### src/design/chs_defines.vh
// timing, mode and pin-level constants for the card select and strobe host port
`ifndef CHS_DEFINES_VH
`define CHS_DEFINES_VH

// access modes chosen per command
`define CHS_MODE_MEM 2'h0
`define CHS_MODE_IO 2'h1
`define CHS_MODE_ATA 2'h2

// system clock period in ns
`define CHS_CLK_NS 20

// pio cycle phases in ns (least times)
`define CHS_SETUP_NS 30
`define CHS_STROBE_NS 80
`define CHS_HOLD_NS 30

// ultra dma divider tick period in ns (longest time); the write strobe half period is two ticks
`define CHS_UDMA_HALF_NS 80

// ticks that the stop line stands before dma acknowledge is released
`define CHS_STOP_TICKS 8'h02

// fifo defaults
`define CHS_FIFO_WIDTH 16
`define CHS_FIFO_DEPTH 16

`endif

### src/design/chs_fifo.v
// synchronous fifo with valid and ready on both sides
`timescale 1ns/100ps
module chs_fifo #(
    parameter WIDTH = 16,
    parameter DEPTH = 16,
    parameter AW = 4
) (
    // clock and reset
    input wire clk_sys_in,
    input wire rst_n_in,
    // fill side
    input wire wr_valid_in,
    output wire wr_ready_out,
    input wire [WIDTH-1:0] wr_data_in,
    // drain side
    output wire rd_valid_out,
    input wire rd_ready_in,
    output wire [WIDTH-1:0] rd_data_out
);
    reg [WIDTH-1:0] mem [0:DEPTH-1];
    reg [AW:0] wr_ptr_q;
    reg [AW:0] rd_ptr_q;
    wire [AW:0] fill;
    wire do_wr;
    wire do_rd;

    // extra pointer bit tells full from empty without a separate counter
    assign fill = wr_ptr_q - rd_ptr_q;
    assign wr_ready_out = (fill != DEPTH[AW:0]);
    assign rd_valid_out = (fill != {(AW+1){1'b0}});
    assign do_wr = wr_valid_in & wr_ready_out;
    assign do_rd = rd_valid_out & rd_ready_in;
    assign rd_data_out = mem[rd_ptr_q[AW-1:0]];

    // storage has no reset; only pointers carry state
    always @(posedge clk_sys_in) begin
        if (do_wr) begin
            mem[wr_ptr_q[AW-1:0]] <= wr_data_in;
        end
    end

    // pointers
    always @(posedge clk_sys_in or negedge rst_n_in) begin
        if (!rst_n_in) begin
            wr_ptr_q <= {(AW+1){1'b0}};
            rd_ptr_q <= {(AW+1){1'b0}};
        end else begin
            if (do_wr) begin
                wr_ptr_q <= wr_ptr_q + 1'b1;
            end
            if (do_rd) begin
                rd_ptr_q <= rd_ptr_q + 1'b1;
            end
        end
    end
endmodule

### src/design/chs_host_port.v
// host controller driving the card select, strobe and ultra dma write pins
// ****************************************************************
// ****************************************************************
`timescale 1ns/100ps
`include "chs_defines.vh"
module chs_host_port #(
    parameter AW = 11,
    parameter HOST_8BIT = 0,
    parameter FIFO_DEPTH = `CHS_FIFO_DEPTH,
    parameter FIFO_AW = 4
) (
    // clock and reset
    input wire clk_sys_in,
    input wire rst_n_in,
    // pio command port
    input wire cmd_valid_in,
    output wire cmd_ready_out,
    input wire cmd_write_in,
    input wire [1:0] cmd_mode_in,
    input wire cmd_byte_in,
    input wire cmd_ctrl_block_in,
    input wire [AW-1:0] cmd_addr_in,
    input wire [15:0] cmd_wdata_in,
    output reg rsp_valid_out,
    output reg [15:0] rsp_rdata_out,
    // ultra dma write stream
    input wire dma_start_in,
    input wire dma_stop_in,
    input wire dma_wr_valid_in,
    output wire dma_wr_ready_out,
    input wire [15:0] dma_wr_data_in,
    output reg dma_busy_out,
    output reg dma_done_out,
    // user status
    input wire role_master_in,
    output reg card_present_out,
    // card pins
    output reg [AW-1:0] card_addr_out,
    output reg low_card_enable_n_out,
    output reg high_card_enable_n_out,
    output reg task_file_select_n_out,
    output reg control_block_select_n_out,
    output reg io_write_n_out,
    output reg io_read_n_out,
    output reg host_write_strobe_out,
    output reg dma_acknowledge_n_out,
    output reg dma_stop_out,
    input wire dma_request_in,
    input wire first_card_detect_n_in,
    input wire second_card_detect_n_in,
    output wire drive_role_select_out,
    output reg drive_role_select_oe_n_out,
    input wire [15:0] card_data_in,
    output reg [15:0] card_data_out,
    output reg card_data_oe_n_out
);
    // ****************************************************************
    // timing and states
    // ****************************************************************
    localparam [7:0] SETUP_CYC = (`CHS_SETUP_NS + `CHS_CLK_NS - 1) / `CHS_CLK_NS;
    localparam [7:0] STROBE_CYC = (`CHS_STROBE_NS + `CHS_CLK_NS - 1) / `CHS_CLK_NS;
    localparam [7:0] HOLD_CYC = (`CHS_HOLD_NS + `CHS_CLK_NS - 1) / `CHS_CLK_NS;
    localparam [7:0] HALF_CYC = `CHS_UDMA_HALF_NS / `CHS_CLK_NS;
    localparam [2:0] S_IDLE = 3'h0;
    localparam [2:0] S_SETUP = 3'h1;
    localparam [2:0] S_STROBE = 3'h2;
    localparam [2:0] S_HOLD = 3'h3;
    localparam [2:0] S_DREQ = 3'h4;
    localparam [2:0] S_BURST = 3'h5;
    localparam [2:0] S_DSTOP = 3'h6;

    // enables {high_n, low_n} and lowest address bit for one access
    function [2:0] chs_lane_decode;
        input is_byte;
        input odd;
        begin
            if (!is_byte) begin
                chs_lane_decode = 3'h0; // word: both enables, a0 low
            end else if (!odd) begin
                chs_lane_decode = 3'h4; // even byte: low enable only, a0 low
            end else if (HOST_8BIT != 0) begin
                chs_lane_decode = 3'h5; // odd byte muxed to low lane, a0 high
            end else begin
                chs_lane_decode = 3'h3; // odd byte: high enable only, on high lane
            end
        end
    endfunction

    reg [2:0] state_q;
    reg [7:0] cnt_q;
    reg [7:0] div_q;
    reg [7:0] stop_cnt_q;
    reg write_q;
    reg byte_q;
    reg odd_hi_q;
    reg loaded_q;
    reg stop_req_q;
    reg [1:0] mode_q;
    reg dreq_s1_q;
    reg dreq_s2_q;
    reg [1:0] cd_s1_q;
    reg [1:0] cd_s2_q;
    reg [15:0] din_s1_q;
    reg [15:0] din_s2_q;
    wire tick;
    wire fifo_rd_valid;
    wire fifo_rd_ready;
    wire [15:0] fifo_rd_data;
    wire [2:0] lanes;
    wire hi_only;

    assign lanes = chs_lane_decode(cmd_byte_in, cmd_addr_in[0]);
    assign hi_only = lanes[1] & ~lanes[2]; // byte travels on the high lane only
    assign cmd_ready_out = (state_q == S_IDLE) && !dma_start_in;
    // divider tick paces the strobe; counter is reloaded in idle and while waiting for a request, and free-runs in every other state
    assign tick = (div_q == 8'h00);
    // pop only while no word is waiting on the pins
    assign fifo_rd_ready = (state_q == S_BURST) && tick && !loaded_q && !stop_req_q;
    // role select: memory mode grounds it, ata master grounds, slave open
    assign drive_role_select_out = 1'b0;

    // ****************************************************************
    // data fifo
    // ****************************************************************
    chs_fifo #(
        .WIDTH(`CHS_FIFO_WIDTH),
        .DEPTH(FIFO_DEPTH),
        .AW(FIFO_AW)
    ) u_fifo (
        .clk_sys_in(clk_sys_in),
        .rst_n_in(rst_n_in),
        .wr_valid_in(dma_wr_valid_in),
        .wr_ready_out(dma_wr_ready_out),
        .wr_data_in(dma_wr_data_in),
        .rd_valid_out(fifo_rd_valid),
        .rd_ready_in(fifo_rd_ready),
        .rd_data_out(fifo_rd_data)
    );

    // ****************************************************************
    // pin synchronisers
    // ****************************************************************
    // card pins are asynchronous to clk_sys_in; second stage alone is read
    always @(posedge clk_sys_in or negedge rst_n_in) begin
        if (!rst_n_in) begin
            dreq_s1_q <= 1'b0;
            dreq_s2_q <= 1'b0;
            cd_s1_q <= 2'h3;
            cd_s2_q <= 2'h3;
            din_s1_q <= 16'h0000;
            din_s2_q <= 16'h0000;
            card_present_out <= 1'b0;
        end else begin
            dreq_s1_q <= dma_request_in;
            dreq_s2_q <= dreq_s1_q;
            cd_s1_q <= {second_card_detect_n_in, first_card_detect_n_in};
            cd_s2_q <= cd_s1_q;
            din_s1_q <= card_data_in;
            din_s2_q <= din_s1_q;
            card_present_out <= (cd_s2_q == 2'h0);
        end
    end

    // role select drive follows the last mode used; slave leaves it open
    always @(posedge clk_sys_in or negedge rst_n_in) begin
        if (!rst_n_in) begin
            drive_role_select_oe_n_out <= 1'b0;
        end else if (mode_q == `CHS_MODE_ATA) begin
            drive_role_select_oe_n_out <= !role_master_in;
        end else begin
            drive_role_select_oe_n_out <= 1'b0;
        end
    end

    // ****************************************************************
    // access sequencer
    // ****************************************************************
    always @(posedge clk_sys_in or negedge rst_n_in) begin
        if (!rst_n_in) begin
            state_q <= S_IDLE;
            cnt_q <= 8'h00;
            div_q <= 8'h00;
            stop_cnt_q <= 8'h00;
            write_q <= 1'b0;
            byte_q <= 1'b0;
            odd_hi_q <= 1'b0;
            loaded_q <= 1'b0;
            stop_req_q <= 1'b0;
            mode_q <= `CHS_MODE_MEM;
            rsp_valid_out <= 1'b0;
            rsp_rdata_out <= 16'h0000;
            dma_busy_out <= 1'b0;
            dma_done_out <= 1'b0;
            card_addr_out <= {AW{1'b0}};
            low_card_enable_n_out <= 1'b1;
            high_card_enable_n_out <= 1'b1;
            task_file_select_n_out <= 1'b1;
            control_block_select_n_out <= 1'b1;
            io_write_n_out <= 1'b1;
            io_read_n_out <= 1'b1;
            host_write_strobe_out <= 1'b1;
            dma_acknowledge_n_out <= 1'b1;
            dma_stop_out <= 1'b0;
            card_data_out <= 16'h0000;
            card_data_oe_n_out <= 1'b1;
        end else begin
            rsp_valid_out <= 1'b0;
            dma_done_out <= 1'b0;
            // a stop arriving while waiting for a request or in the burst is kept until idle
            if (dma_stop_in && (state_q == S_DREQ || state_q == S_BURST)) begin
                stop_req_q <= 1'b1;
            end
            div_q <= tick ? HALF_CYC - 8'h01 : div_q - 8'h01;
            case (state_q)
                S_IDLE: begin
                    div_q <= HALF_CYC - 8'h01;
                    stop_req_q <= 1'b0;
                    if (dma_start_in) begin
                        dma_busy_out <= 1'b1;
                        state_q <= S_DREQ;
                    end else if (cmd_valid_in) begin
                        mode_q <= cmd_mode_in;
                        write_q <= cmd_write_in;
                        byte_q <= cmd_byte_in;
                        odd_hi_q <= hi_only;
                        if (cmd_mode_in == `CHS_MODE_ATA) begin
                            card_addr_out <= cmd_addr_in;
                            task_file_select_n_out <= cmd_ctrl_block_in;
                            control_block_select_n_out <= !cmd_ctrl_block_in;
                        end else begin
                            // same decode in memory and io mode
                            card_addr_out <= {cmd_addr_in[AW-1:1], lanes[0]};
                            low_card_enable_n_out <= lanes[1];
                            high_card_enable_n_out <= lanes[2];
                        end
                        // odd byte for the high lane is moved up there
                        card_data_out <= hi_only ? {cmd_wdata_in[7:0], 8'h00} : cmd_wdata_in;
                        card_data_oe_n_out <= !cmd_write_in;
                        cnt_q <= SETUP_CYC - 8'h01;
                        state_q <= S_SETUP;
                    end
                end
                S_SETUP: begin
                    cnt_q <= cnt_q - 8'h01;
                    if (cnt_q == 8'h00) begin
                        io_write_n_out <= !write_q;
                        io_read_n_out <= write_q;
                        cnt_q <= STROBE_CYC - 8'h01;
                        state_q <= S_STROBE;
                    end
                end
                S_STROBE: begin
                    cnt_q <= cnt_q - 8'h01;
                    if (cnt_q == 8'h00) begin
                        io_write_n_out <= 1'b1;
                        io_read_n_out <= 1'b1;
                        if (!byte_q) begin
                            rsp_rdata_out <= din_s2_q;
                        end else if (odd_hi_q) begin
                            rsp_rdata_out <= {8'h00, din_s2_q[15:8]};
                        end else begin
                            rsp_rdata_out <= {8'h00, din_s2_q[7:0]};
                        end
                        cnt_q <= HOLD_CYC - 8'h01;
                        state_q <= S_HOLD;
                    end
                end
                S_HOLD: begin
                    cnt_q <= cnt_q - 8'h01;
                    if (cnt_q == 8'h00) begin
                        // everything negated between accesses
                        low_card_enable_n_out <= 1'b1;
                        high_card_enable_n_out <= 1'b1;
                        task_file_select_n_out <= 1'b1;
                        control_block_select_n_out <= 1'b1;
                        card_data_oe_n_out <= 1'b1;
                        rsp_valid_out <= !write_q;
                        state_q <= S_IDLE;
                    end
                end
                S_DREQ: begin
                    mode_q <= `CHS_MODE_ATA;
                    div_q <= HALF_CYC - 8'h01;
                    // acknowledge only answers a request seen
                    if (dreq_s2_q) begin
                        dma_acknowledge_n_out <= 1'b0;
                        card_data_oe_n_out <= 1'b0;
                        loaded_q <= 1'b0;
                        state_q <= S_BURST;
                    end else if (stop_req_q) begin
                        dma_busy_out <= 1'b0;
                        dma_done_out <= 1'b1;
                        state_q <= S_IDLE;
                    end
                end
                S_BURST: begin
                    if (tick) begin
                        if (stop_req_q && !loaded_q) begin
                            dma_stop_out <= 1'b1;
                            stop_cnt_q <= `CHS_STOP_TICKS;
                            state_q <= S_DSTOP;
                        end else if (loaded_q) begin
                            // each edge, either direction, hands one word over
                            host_write_strobe_out <= !host_write_strobe_out;
                            loaded_q <= 1'b0;
                        end else if (fifo_rd_valid) begin
                            card_data_out <= fifo_rd_data;
                            loaded_q <= 1'b1;
                        end
                        // fifo empty: strobe holds still, burst pauses
                    end
                end
                S_DSTOP: begin
                    if (tick) begin
                        stop_cnt_q <= stop_cnt_q - 8'h01;
                        if (stop_cnt_q == 8'h01) begin
                            dma_stop_out <= 1'b0;
                            dma_acknowledge_n_out <= 1'b1;
                            host_write_strobe_out <= 1'b1;
                            card_data_oe_n_out <= 1'b1;
                            dma_busy_out <= 1'b0;
                            dma_done_out <= 1'b1;
                            state_q <= S_IDLE;
                        end
                    end
                end
                default: begin
                    state_q <= S_IDLE;
                end
            endcase
        end
    end
endmodule

### config.mk
export PLATFORM = sky130hd
export DESIGN_NAME = chs_host_port
export DESIGN_NICKNAME = d
export VERILOG_FILES = /design/src/design/chs_fifo.v /design/src/design/chs_host_port.v
export VERILOG_INCLUDE_DIRS = /design/src /design/src/design
export SDC_FILE = /design/constraint.sdc
export NUM_CORES = 1
export LEC_CHECK = 0
export BUFFER_PORTS_ARGS = -buffer_cell sky130_fd_sc_hd__buf_2
export CAP_MARGIN = 30
export CORE_UTILIZATION = 55
export DETAILED_ROUTE_END_ITERATION = 8
export PLACE_DENSITY_LB_ADDON = 0.15
export SLEW_MARGIN = 0
export SYNTH_ARGS = -nofsm -noshare
export SYNTH_HDL_FRONTEND = slang
export SYNTH_SLANG_ARGS = --single-unit
### constraint.sdc
create_clock -name clk_sys_in -period 4.5 [get_ports clk_sys_in]
set_input_delay 0.675 -clock clk_sys_in [delete_from_list [all_inputs] [get_ports clk_sys_in]]
set_output_delay 0.675 -clock clk_sys_in [all_outputs]
set_load 0.05 [all_outputs]
Yosys cells after proc, flatten, opt, wreduce, memory -nomap -nowiden
Memory sizes are Yosys's and may differ from the RTL's.
Index checks and enable logic that the tools add are counted.
{ "totals": {"input_bits": 74, "mem_count": 1, "mem_bits_rw": 256, "regBits": 140, "word_cells": 224, "output_inout_bits": 61} }
{ "classes": {"mux": 97, "bitwise_logic": 5, "reduce_logical": 48, "add_sub_neg": 6, "n_eq_ne": 31} }
{ "memory_table": {"columns": ["name", "words", "width", "read_ports", "rd_clocked_by_memory_dff", "wr", "line_no", "text"], "rows": [
  ["u_fifo.mem", 16, 16, 1, 0, 1, "chs_fifo.v:20", "reg [WIDTH-1:0] mem [0:DEPTH-1];"]
]} }
{ "op_table": {"columns": ["cell", "n"], "rows": [
  ["16-bit two-way mux", 8],
  ["8-bit two-way mux", 10],
  ["1-bit two-way mux", 46],
  ["3-bit two-way mux", 13],
  ["2-bit != test, second input constant", 16],
  ["16-bit case mux with 2 select lines", 1],
  ["8-bit case mux with 4 select lines", 1],
  ["8-bit by 1-bit subtractor with 8-bit output, second input constant", 3],
  ["1-bit case mux with 2 select lines", 11],
  ["3-bit case mux with 7 select lines", 1],
  ["8-bit logical NOT", 2],
  ["8-bit case mux with 2 select lines", 1],
  ["2-bit nonzero test", 8],
  ["5-bit AND reduction", 3],
  ["7-bit AND reduction", 2],
  ["3-bit AND reduction", 4],
  ["4-bit AND reduction", 3],
  ["6-bit AND reduction", 2],
  ["5-bit by 1-bit adder with 5-bit output, second input constant", 2],
  ["3-bit equality test, second input constant", 3],
  ["9-bit AND reduction", 1],
  ["8-bit by 1-bit equality test with 1-bit output, second input constant", 1],
  ["1-bit logical NOT", 8],
  ["4-bit nonzero test", 2],
  ["21 further kinds", 35]
]} }

Longest topological paths before layout
{ "logic_depth": {"word_depth": 8, "depth_mapped": 12, "mapped_depth_nobuf": 8} }

By module
Synthesis repeated with hierarchy kept, for this count alone.
{ "unflattened": {"hier_cells": 1062, "area_unflattened_um2": 16138.0} }
{ "modules_own_cells": {"columns": ["mod", "area_per_inst_um2", "cells_per_inst", "n_inst"], "rows": [
  ["chs_fifo", 10523.8, 530, 1],
  ["chs_host_port", 5614.1, 532, 1]
]} }

Worst setup path after synthesis
OpenSTA, ideal clock, no wires.
{ "synth_path": {"path_type": "register to register", "start": "reg u_fifo.rd_ptr_q[1]", "end": "mem u_fifo.mem[3][0], enable pin", "synth_period_minus_slack_ns": 3.628, "required_ns": 4.091, "setup_ns": 0.409, "arrival_time_ns": 3.219, "n_path_buf": 2, "setup_slack_ns": 0.872, "stages_incl_launch_ff": 11, "cell_sequence": "dfrtp_1 > buf_2 > buf_2 > inv_1 > ha_1 > nor2b_1 > o22ai_2 > xor2_2 > a41oi_2 > nand2_1 > nor3_1"} }
{ "synth_between": {"elab_chain_cells": 5} }
{ "synth_rtl": {"columns": ["item", "line_no", "text"], "rows": [
  ["from (decl)", "chs_fifo.v:22", "reg [AW:0] rd_ptr_q;"],
  ["from (signal assigned)", "chs_fifo.v:46", "rd_ptr_q <= {(AW+1){1'b0}};"],
  ["from (signal assigned)", "chs_fifo.v:52", "rd_ptr_q <= rd_ptr_q + 1'b1;"],
  ["5-bit subtractor", "chs_fifo.v:28", "assign fill = wr_ptr_q - rd_ptr_q;"],
  ["5-bit != test", "chs_fifo.v:29", "assign wr_ready_out = (fill != DEPTH[AW:0]);"],
  ["1-bit AND", "chs_fifo.v:31", "assign do_wr = wr_valid_in & wr_ready_out;"],
  ["1-bit two-way mux", "chs_fifo.v:37", "if (do_wr) begin"],
  ["1-bit two-way mux (implied by the code)", "chs_fifo.v:38", "mem[wr_ptr_q[AW-1:0]] <= wr_data_in;"],
  ["to (decl)", "chs_fifo.v:20", null]
]} }
Every way passes these cells.

Worst setup path after layout
{ "layout_path": {"start": "reg u_fifo.rd_ptr_q[3]", "end": "out dma_wr_ready_out"} }
{ "layout_between": {"elab_chain_cells": 2} }
{ "layout_rtl": {"columns": ["item", "line_no", "text"], "rows": [
  ["5-bit subtractor", "chs_fifo.v:28", null],
  ["5-bit != test", "chs_fifo.v:29", null],
  ["to (decl)", "chs_host_port.v:30", "output wire dma_wr_ready_out,"]
]} }
Every way passes these cells.

==> flow_metrics.py <==
metrics = {
    "yosys": {
        "synth-async-reset-ratio": 0.354,
        "synth-edff-count": 256,
        "synth_top_area_share": 0.479,
        "yosysWarningCount": 0,
        "ys.flop_type": "edfxtp_1",
        "yosys-top-cells-area": "edfxtp_1, dfrtp_1, mux4_2, mux2i_1, dfstp_2",
        "syn_nets": 1116,
        "syn_avg_cell_area_sq_um": 15.6,
        "yosysTopAreaCell": "edfxtp_1",
        "synth_seq_area_share": 0.699,
        "synth_cell_types": 68,
        "syn_inst": 1028,
        "synth_seq_cells": 396,
        "netlist_area_sq_mm": 0.0160,
    },
    "global_routing": {
        "grt_max_degree": 73,
        "grt_pass1_wl_um": 54500,
        "antenna_found_initial": 0,
        "gr-total-overflow": 0,
        "grt_pass1_vias": 9309,
        "grt.total_usage": 0.240,
    },
    "cts": {
        "clock_latency_ns": 0.53,
        "cts_hold_buf": 0,
        "post_cts_buffers": 0,
        "cts_max_level": 2,
        "cts_buffer_depth": 3,
        "cts_num_sinks": 396,
        "cts_root_buf": "clkbuf_16",
        "cts_tree": "built",
        "cts_resized": 0,
        "cts_buffers": 41,
        "clkSlewWorstSetupHoldPaths_ns": 0.06,
    },
    "placed_design": {
        "dpl_cell_area_sq_mm": 0.0172,
        "dp.cells": 1528,
        "numPortBuffers": 133,
        "hpwl_um": 22000,
        "globalplace.congestion": 0.822,
    },
    "timing": {
        "skew_ns": 0.0207,
        "finalHoldViolCount": 0,
        "finalSetupViolations": 0,
        "finalMaxSlewViolations": 0,
        "tightest_slew_ns": 0.921,
        "tns_ns": 0,
        "relSlewSlack": 0.386,
        "fin_crit_ns": 3.48,
        "final.period_utilization": 0.773,
        "rsz0062_at_grt": "no",
        "timing.fmax_ghz": 0.288,
    },
    "critical_path": {
        "critPathKind": "reg -> out",
        "worst_ep_required_time_ns": 3.83,
        "endpoint_kind": "output port",
        "crit_arrival_ns": 2.80,
        "reg2reg_to": "u_fifo.mem[14][8]",
        "start_kind": "register",
        "path_max_fanout": 12,
        "worstRegToRegCells": 9,
        "r2r_start": "u_fifo.rd_ptr_q[2]",
        "rrSetupSlack_ns": 1.07,
    },
    "floorplanning": {
        "io_pins": 135,
        "initial_core_util": 0.559,
        "die_w_um": 173,
        "die-area_sq_mm": 0.0299,
        "coreArea_sq_mm": 0.0287,
        "num_rows": 62,
        "die_h_um": 173,
    },
    "cells_and_area": {
        "n_antenna_cell": 0,
        "finish.instance_area_sq_mm": 0.0185,
        "stdcell_count": 1603,
        "final_nets": 1275,
        "syn_to_final_growth_pct": 15.4,
        "drive_gt1_frac": 0.264,
    },
    "power": {
        "powerDensity_mw_per_mm2": 447,
        "p_leak_nw": 7.12,
        "power_mw": 8.27,
        "ir_worst_vdd_uv": 373,
    },
    "route": {
        "m1WireLength_um": 15300,
        "via_per_inst": 5.81,
        "dr_wl_met3_um": 2210,
        "drc_errors": 0,
        "postRouteAntennaNets": 0,
        "highest_layer": "met4",
        "drt_iter0_drc": 950,
        "route.met2.wl_um": 16800,
        "routed_wl_um": 34900,
        "drt_pre_antenna_iters": 5,
        "wl_per_cell_um": 21.7,
        "num_vias": 9311,
    },
    "run": {
        "maxCapViolCount": 0,
    },
    "outcome": {
        "status": "complete, no violations",
    },
    "worst_hold_path": {
        "hold_path_class": "in -> async",
    },
}
[worst max-delay path: stages, from the launching register on]
cell and delay [ns]:
dfrtp_1 0.58, inv_1 0.20, ha_1 0.43, a21o_2 0.23, o21ai_0 0.30, nand4_1 0.26
buf_2 0.29
[cell usage in the layout (no fill, tap or decap), types with 6 or more instances in the layout]
cell type / n
edfxtp_1: 256
buf_2: 132
dfrtp_1: 125
nand2_1: 73
mux2i_1: 73
nor2_1: 55
o21ai_0: 48
clkbuf_16: 43
mux4_2: 40
a21oi_1: 37
buf_4: 26
nand3_1: 25
a22oi_1: 24
mux2_2: 20
inv_1: 17
xnor2_1: 14
ha_1: 14
dfstp_2: 13
nor3_1: 12
clkbuf_1: 11
mux2_4: 10
nand3b_1: 10
clkbuf_8: 10
nand2b_1: 7
nand4_1: 7
o22ai_1: 7
or3_1: 6
a211oi_1: 6
[worst max-delay path by stage]
| stage | from | end | slack (ns) | cells after the start |
|---|---|---|---|---|
| floorplan | u_fifo.rd_ptr_q[1] | u_fifo.mem[3][0] | 0.87 | 10 |
| global placement | u_fifo.rd_ptr_q[2] | u_fifo.mem[15][14] | 1.28 | 8 |
| detailed placement | u_fifo.rd_ptr_q[2] | u_fifo.mem[15][8] | 1.13 | 8 |
| CTS | u_fifo.rd_ptr_q[3] | dma_wr_ready_out | 0.99 | 6 |
| global route | u_fifo.rd_ptr_q[3] | u_fifo.mem[14][7] | 0.88 | 8 |
| finish | u_fifo.rd_ptr_q[3] | dma_wr_ready_out | 1.02 | 6 |
[per-layer routing]
| metal | vias up | global-route usage |
|---|---|---|
| met5 | - | 0 |
| met1 | 4703 | 0.346 |
| met4 | 0 | 0.0682 |
| met3 | 45 | 0.0418 |
| met2 | 320 | 0.381 |
| li1 | 4243 | - |
[cell usage after synthesis (16+ instances only)]
cell type	number
a21oi_1	37
a22oi_1	24
clkbuf_1	19
dfrtp_1	127
edfxtp_1	256
inv_1	17
mux2_2	20
mux2i_1	73
mux4_2	40
nand2_1	73
nand3_1	25
nor2_1	58
nor3_1	16
o21ai_0	48
[state kept, by name (all words and copies together), names as in the netlist, 8 cells and up]
name           cells
u_fifo.mem       256
card_data_out     16
din_s1_q          16
din_s2_q          16
rsp_rdata_out     16
card_addr_out     11
cnt_q              8
div_q              8
stop_cnt_q         8
[report_power, final]
part / internal (mW) / total, mW / switching [mW]
Sequential: 4.18 / 4.29 / 0.109
Clock: 1.92 / 3.25 / 1.33
Combinational: 0.236 / 0.726 / 0.489
Total: 6.34 / 8.27 / 1.93
[cells by family (layout without fill, tap and decap cells)]
family / count (synthesis) / in the layout / synth area share
adder cells (fa/ha/maj): 14 / 14 / 0.0109
AO/OA/AOI/OAI: 162 / 162 / 0.0652
buffers and inverters: 61 / 252 / 0.0186
AND/OR/NAND/NOR: 231 / 231 / 0.0699
other: 1 / 1 / 0.000234
flip-flops: 396 / 396 / 0.699
multiplexers: 143 / 143 / 0.125
XOR/XNOR: 20 / 20 / 0.0114
[cell type report]
cell class	count	area [sq um]
inverter	18	67.6
clock buffer	65	1260
sequential	396	11200
fill	2069	10200
clock inverter	10	56.3
timing repair buffer	159	867
multi-input combinational	571	4560
tap	384	480
[metrics by stage]
step / utilization / hold slack (ns) / setup WS (ns)
finish: 0.645 / 0.187 / 1.02
global route: 0.645 / 0.226 / 0.879
CTS: 0.645 / 0.207 / 0.991
detailed placement: 0.599 / 0.335 / 1.13
global placement: 0.599 / 0.332 / 1.28
floorplan: - / 0.331 / 0.872
No activity file was read; power rests on OpenSTA's default activity.
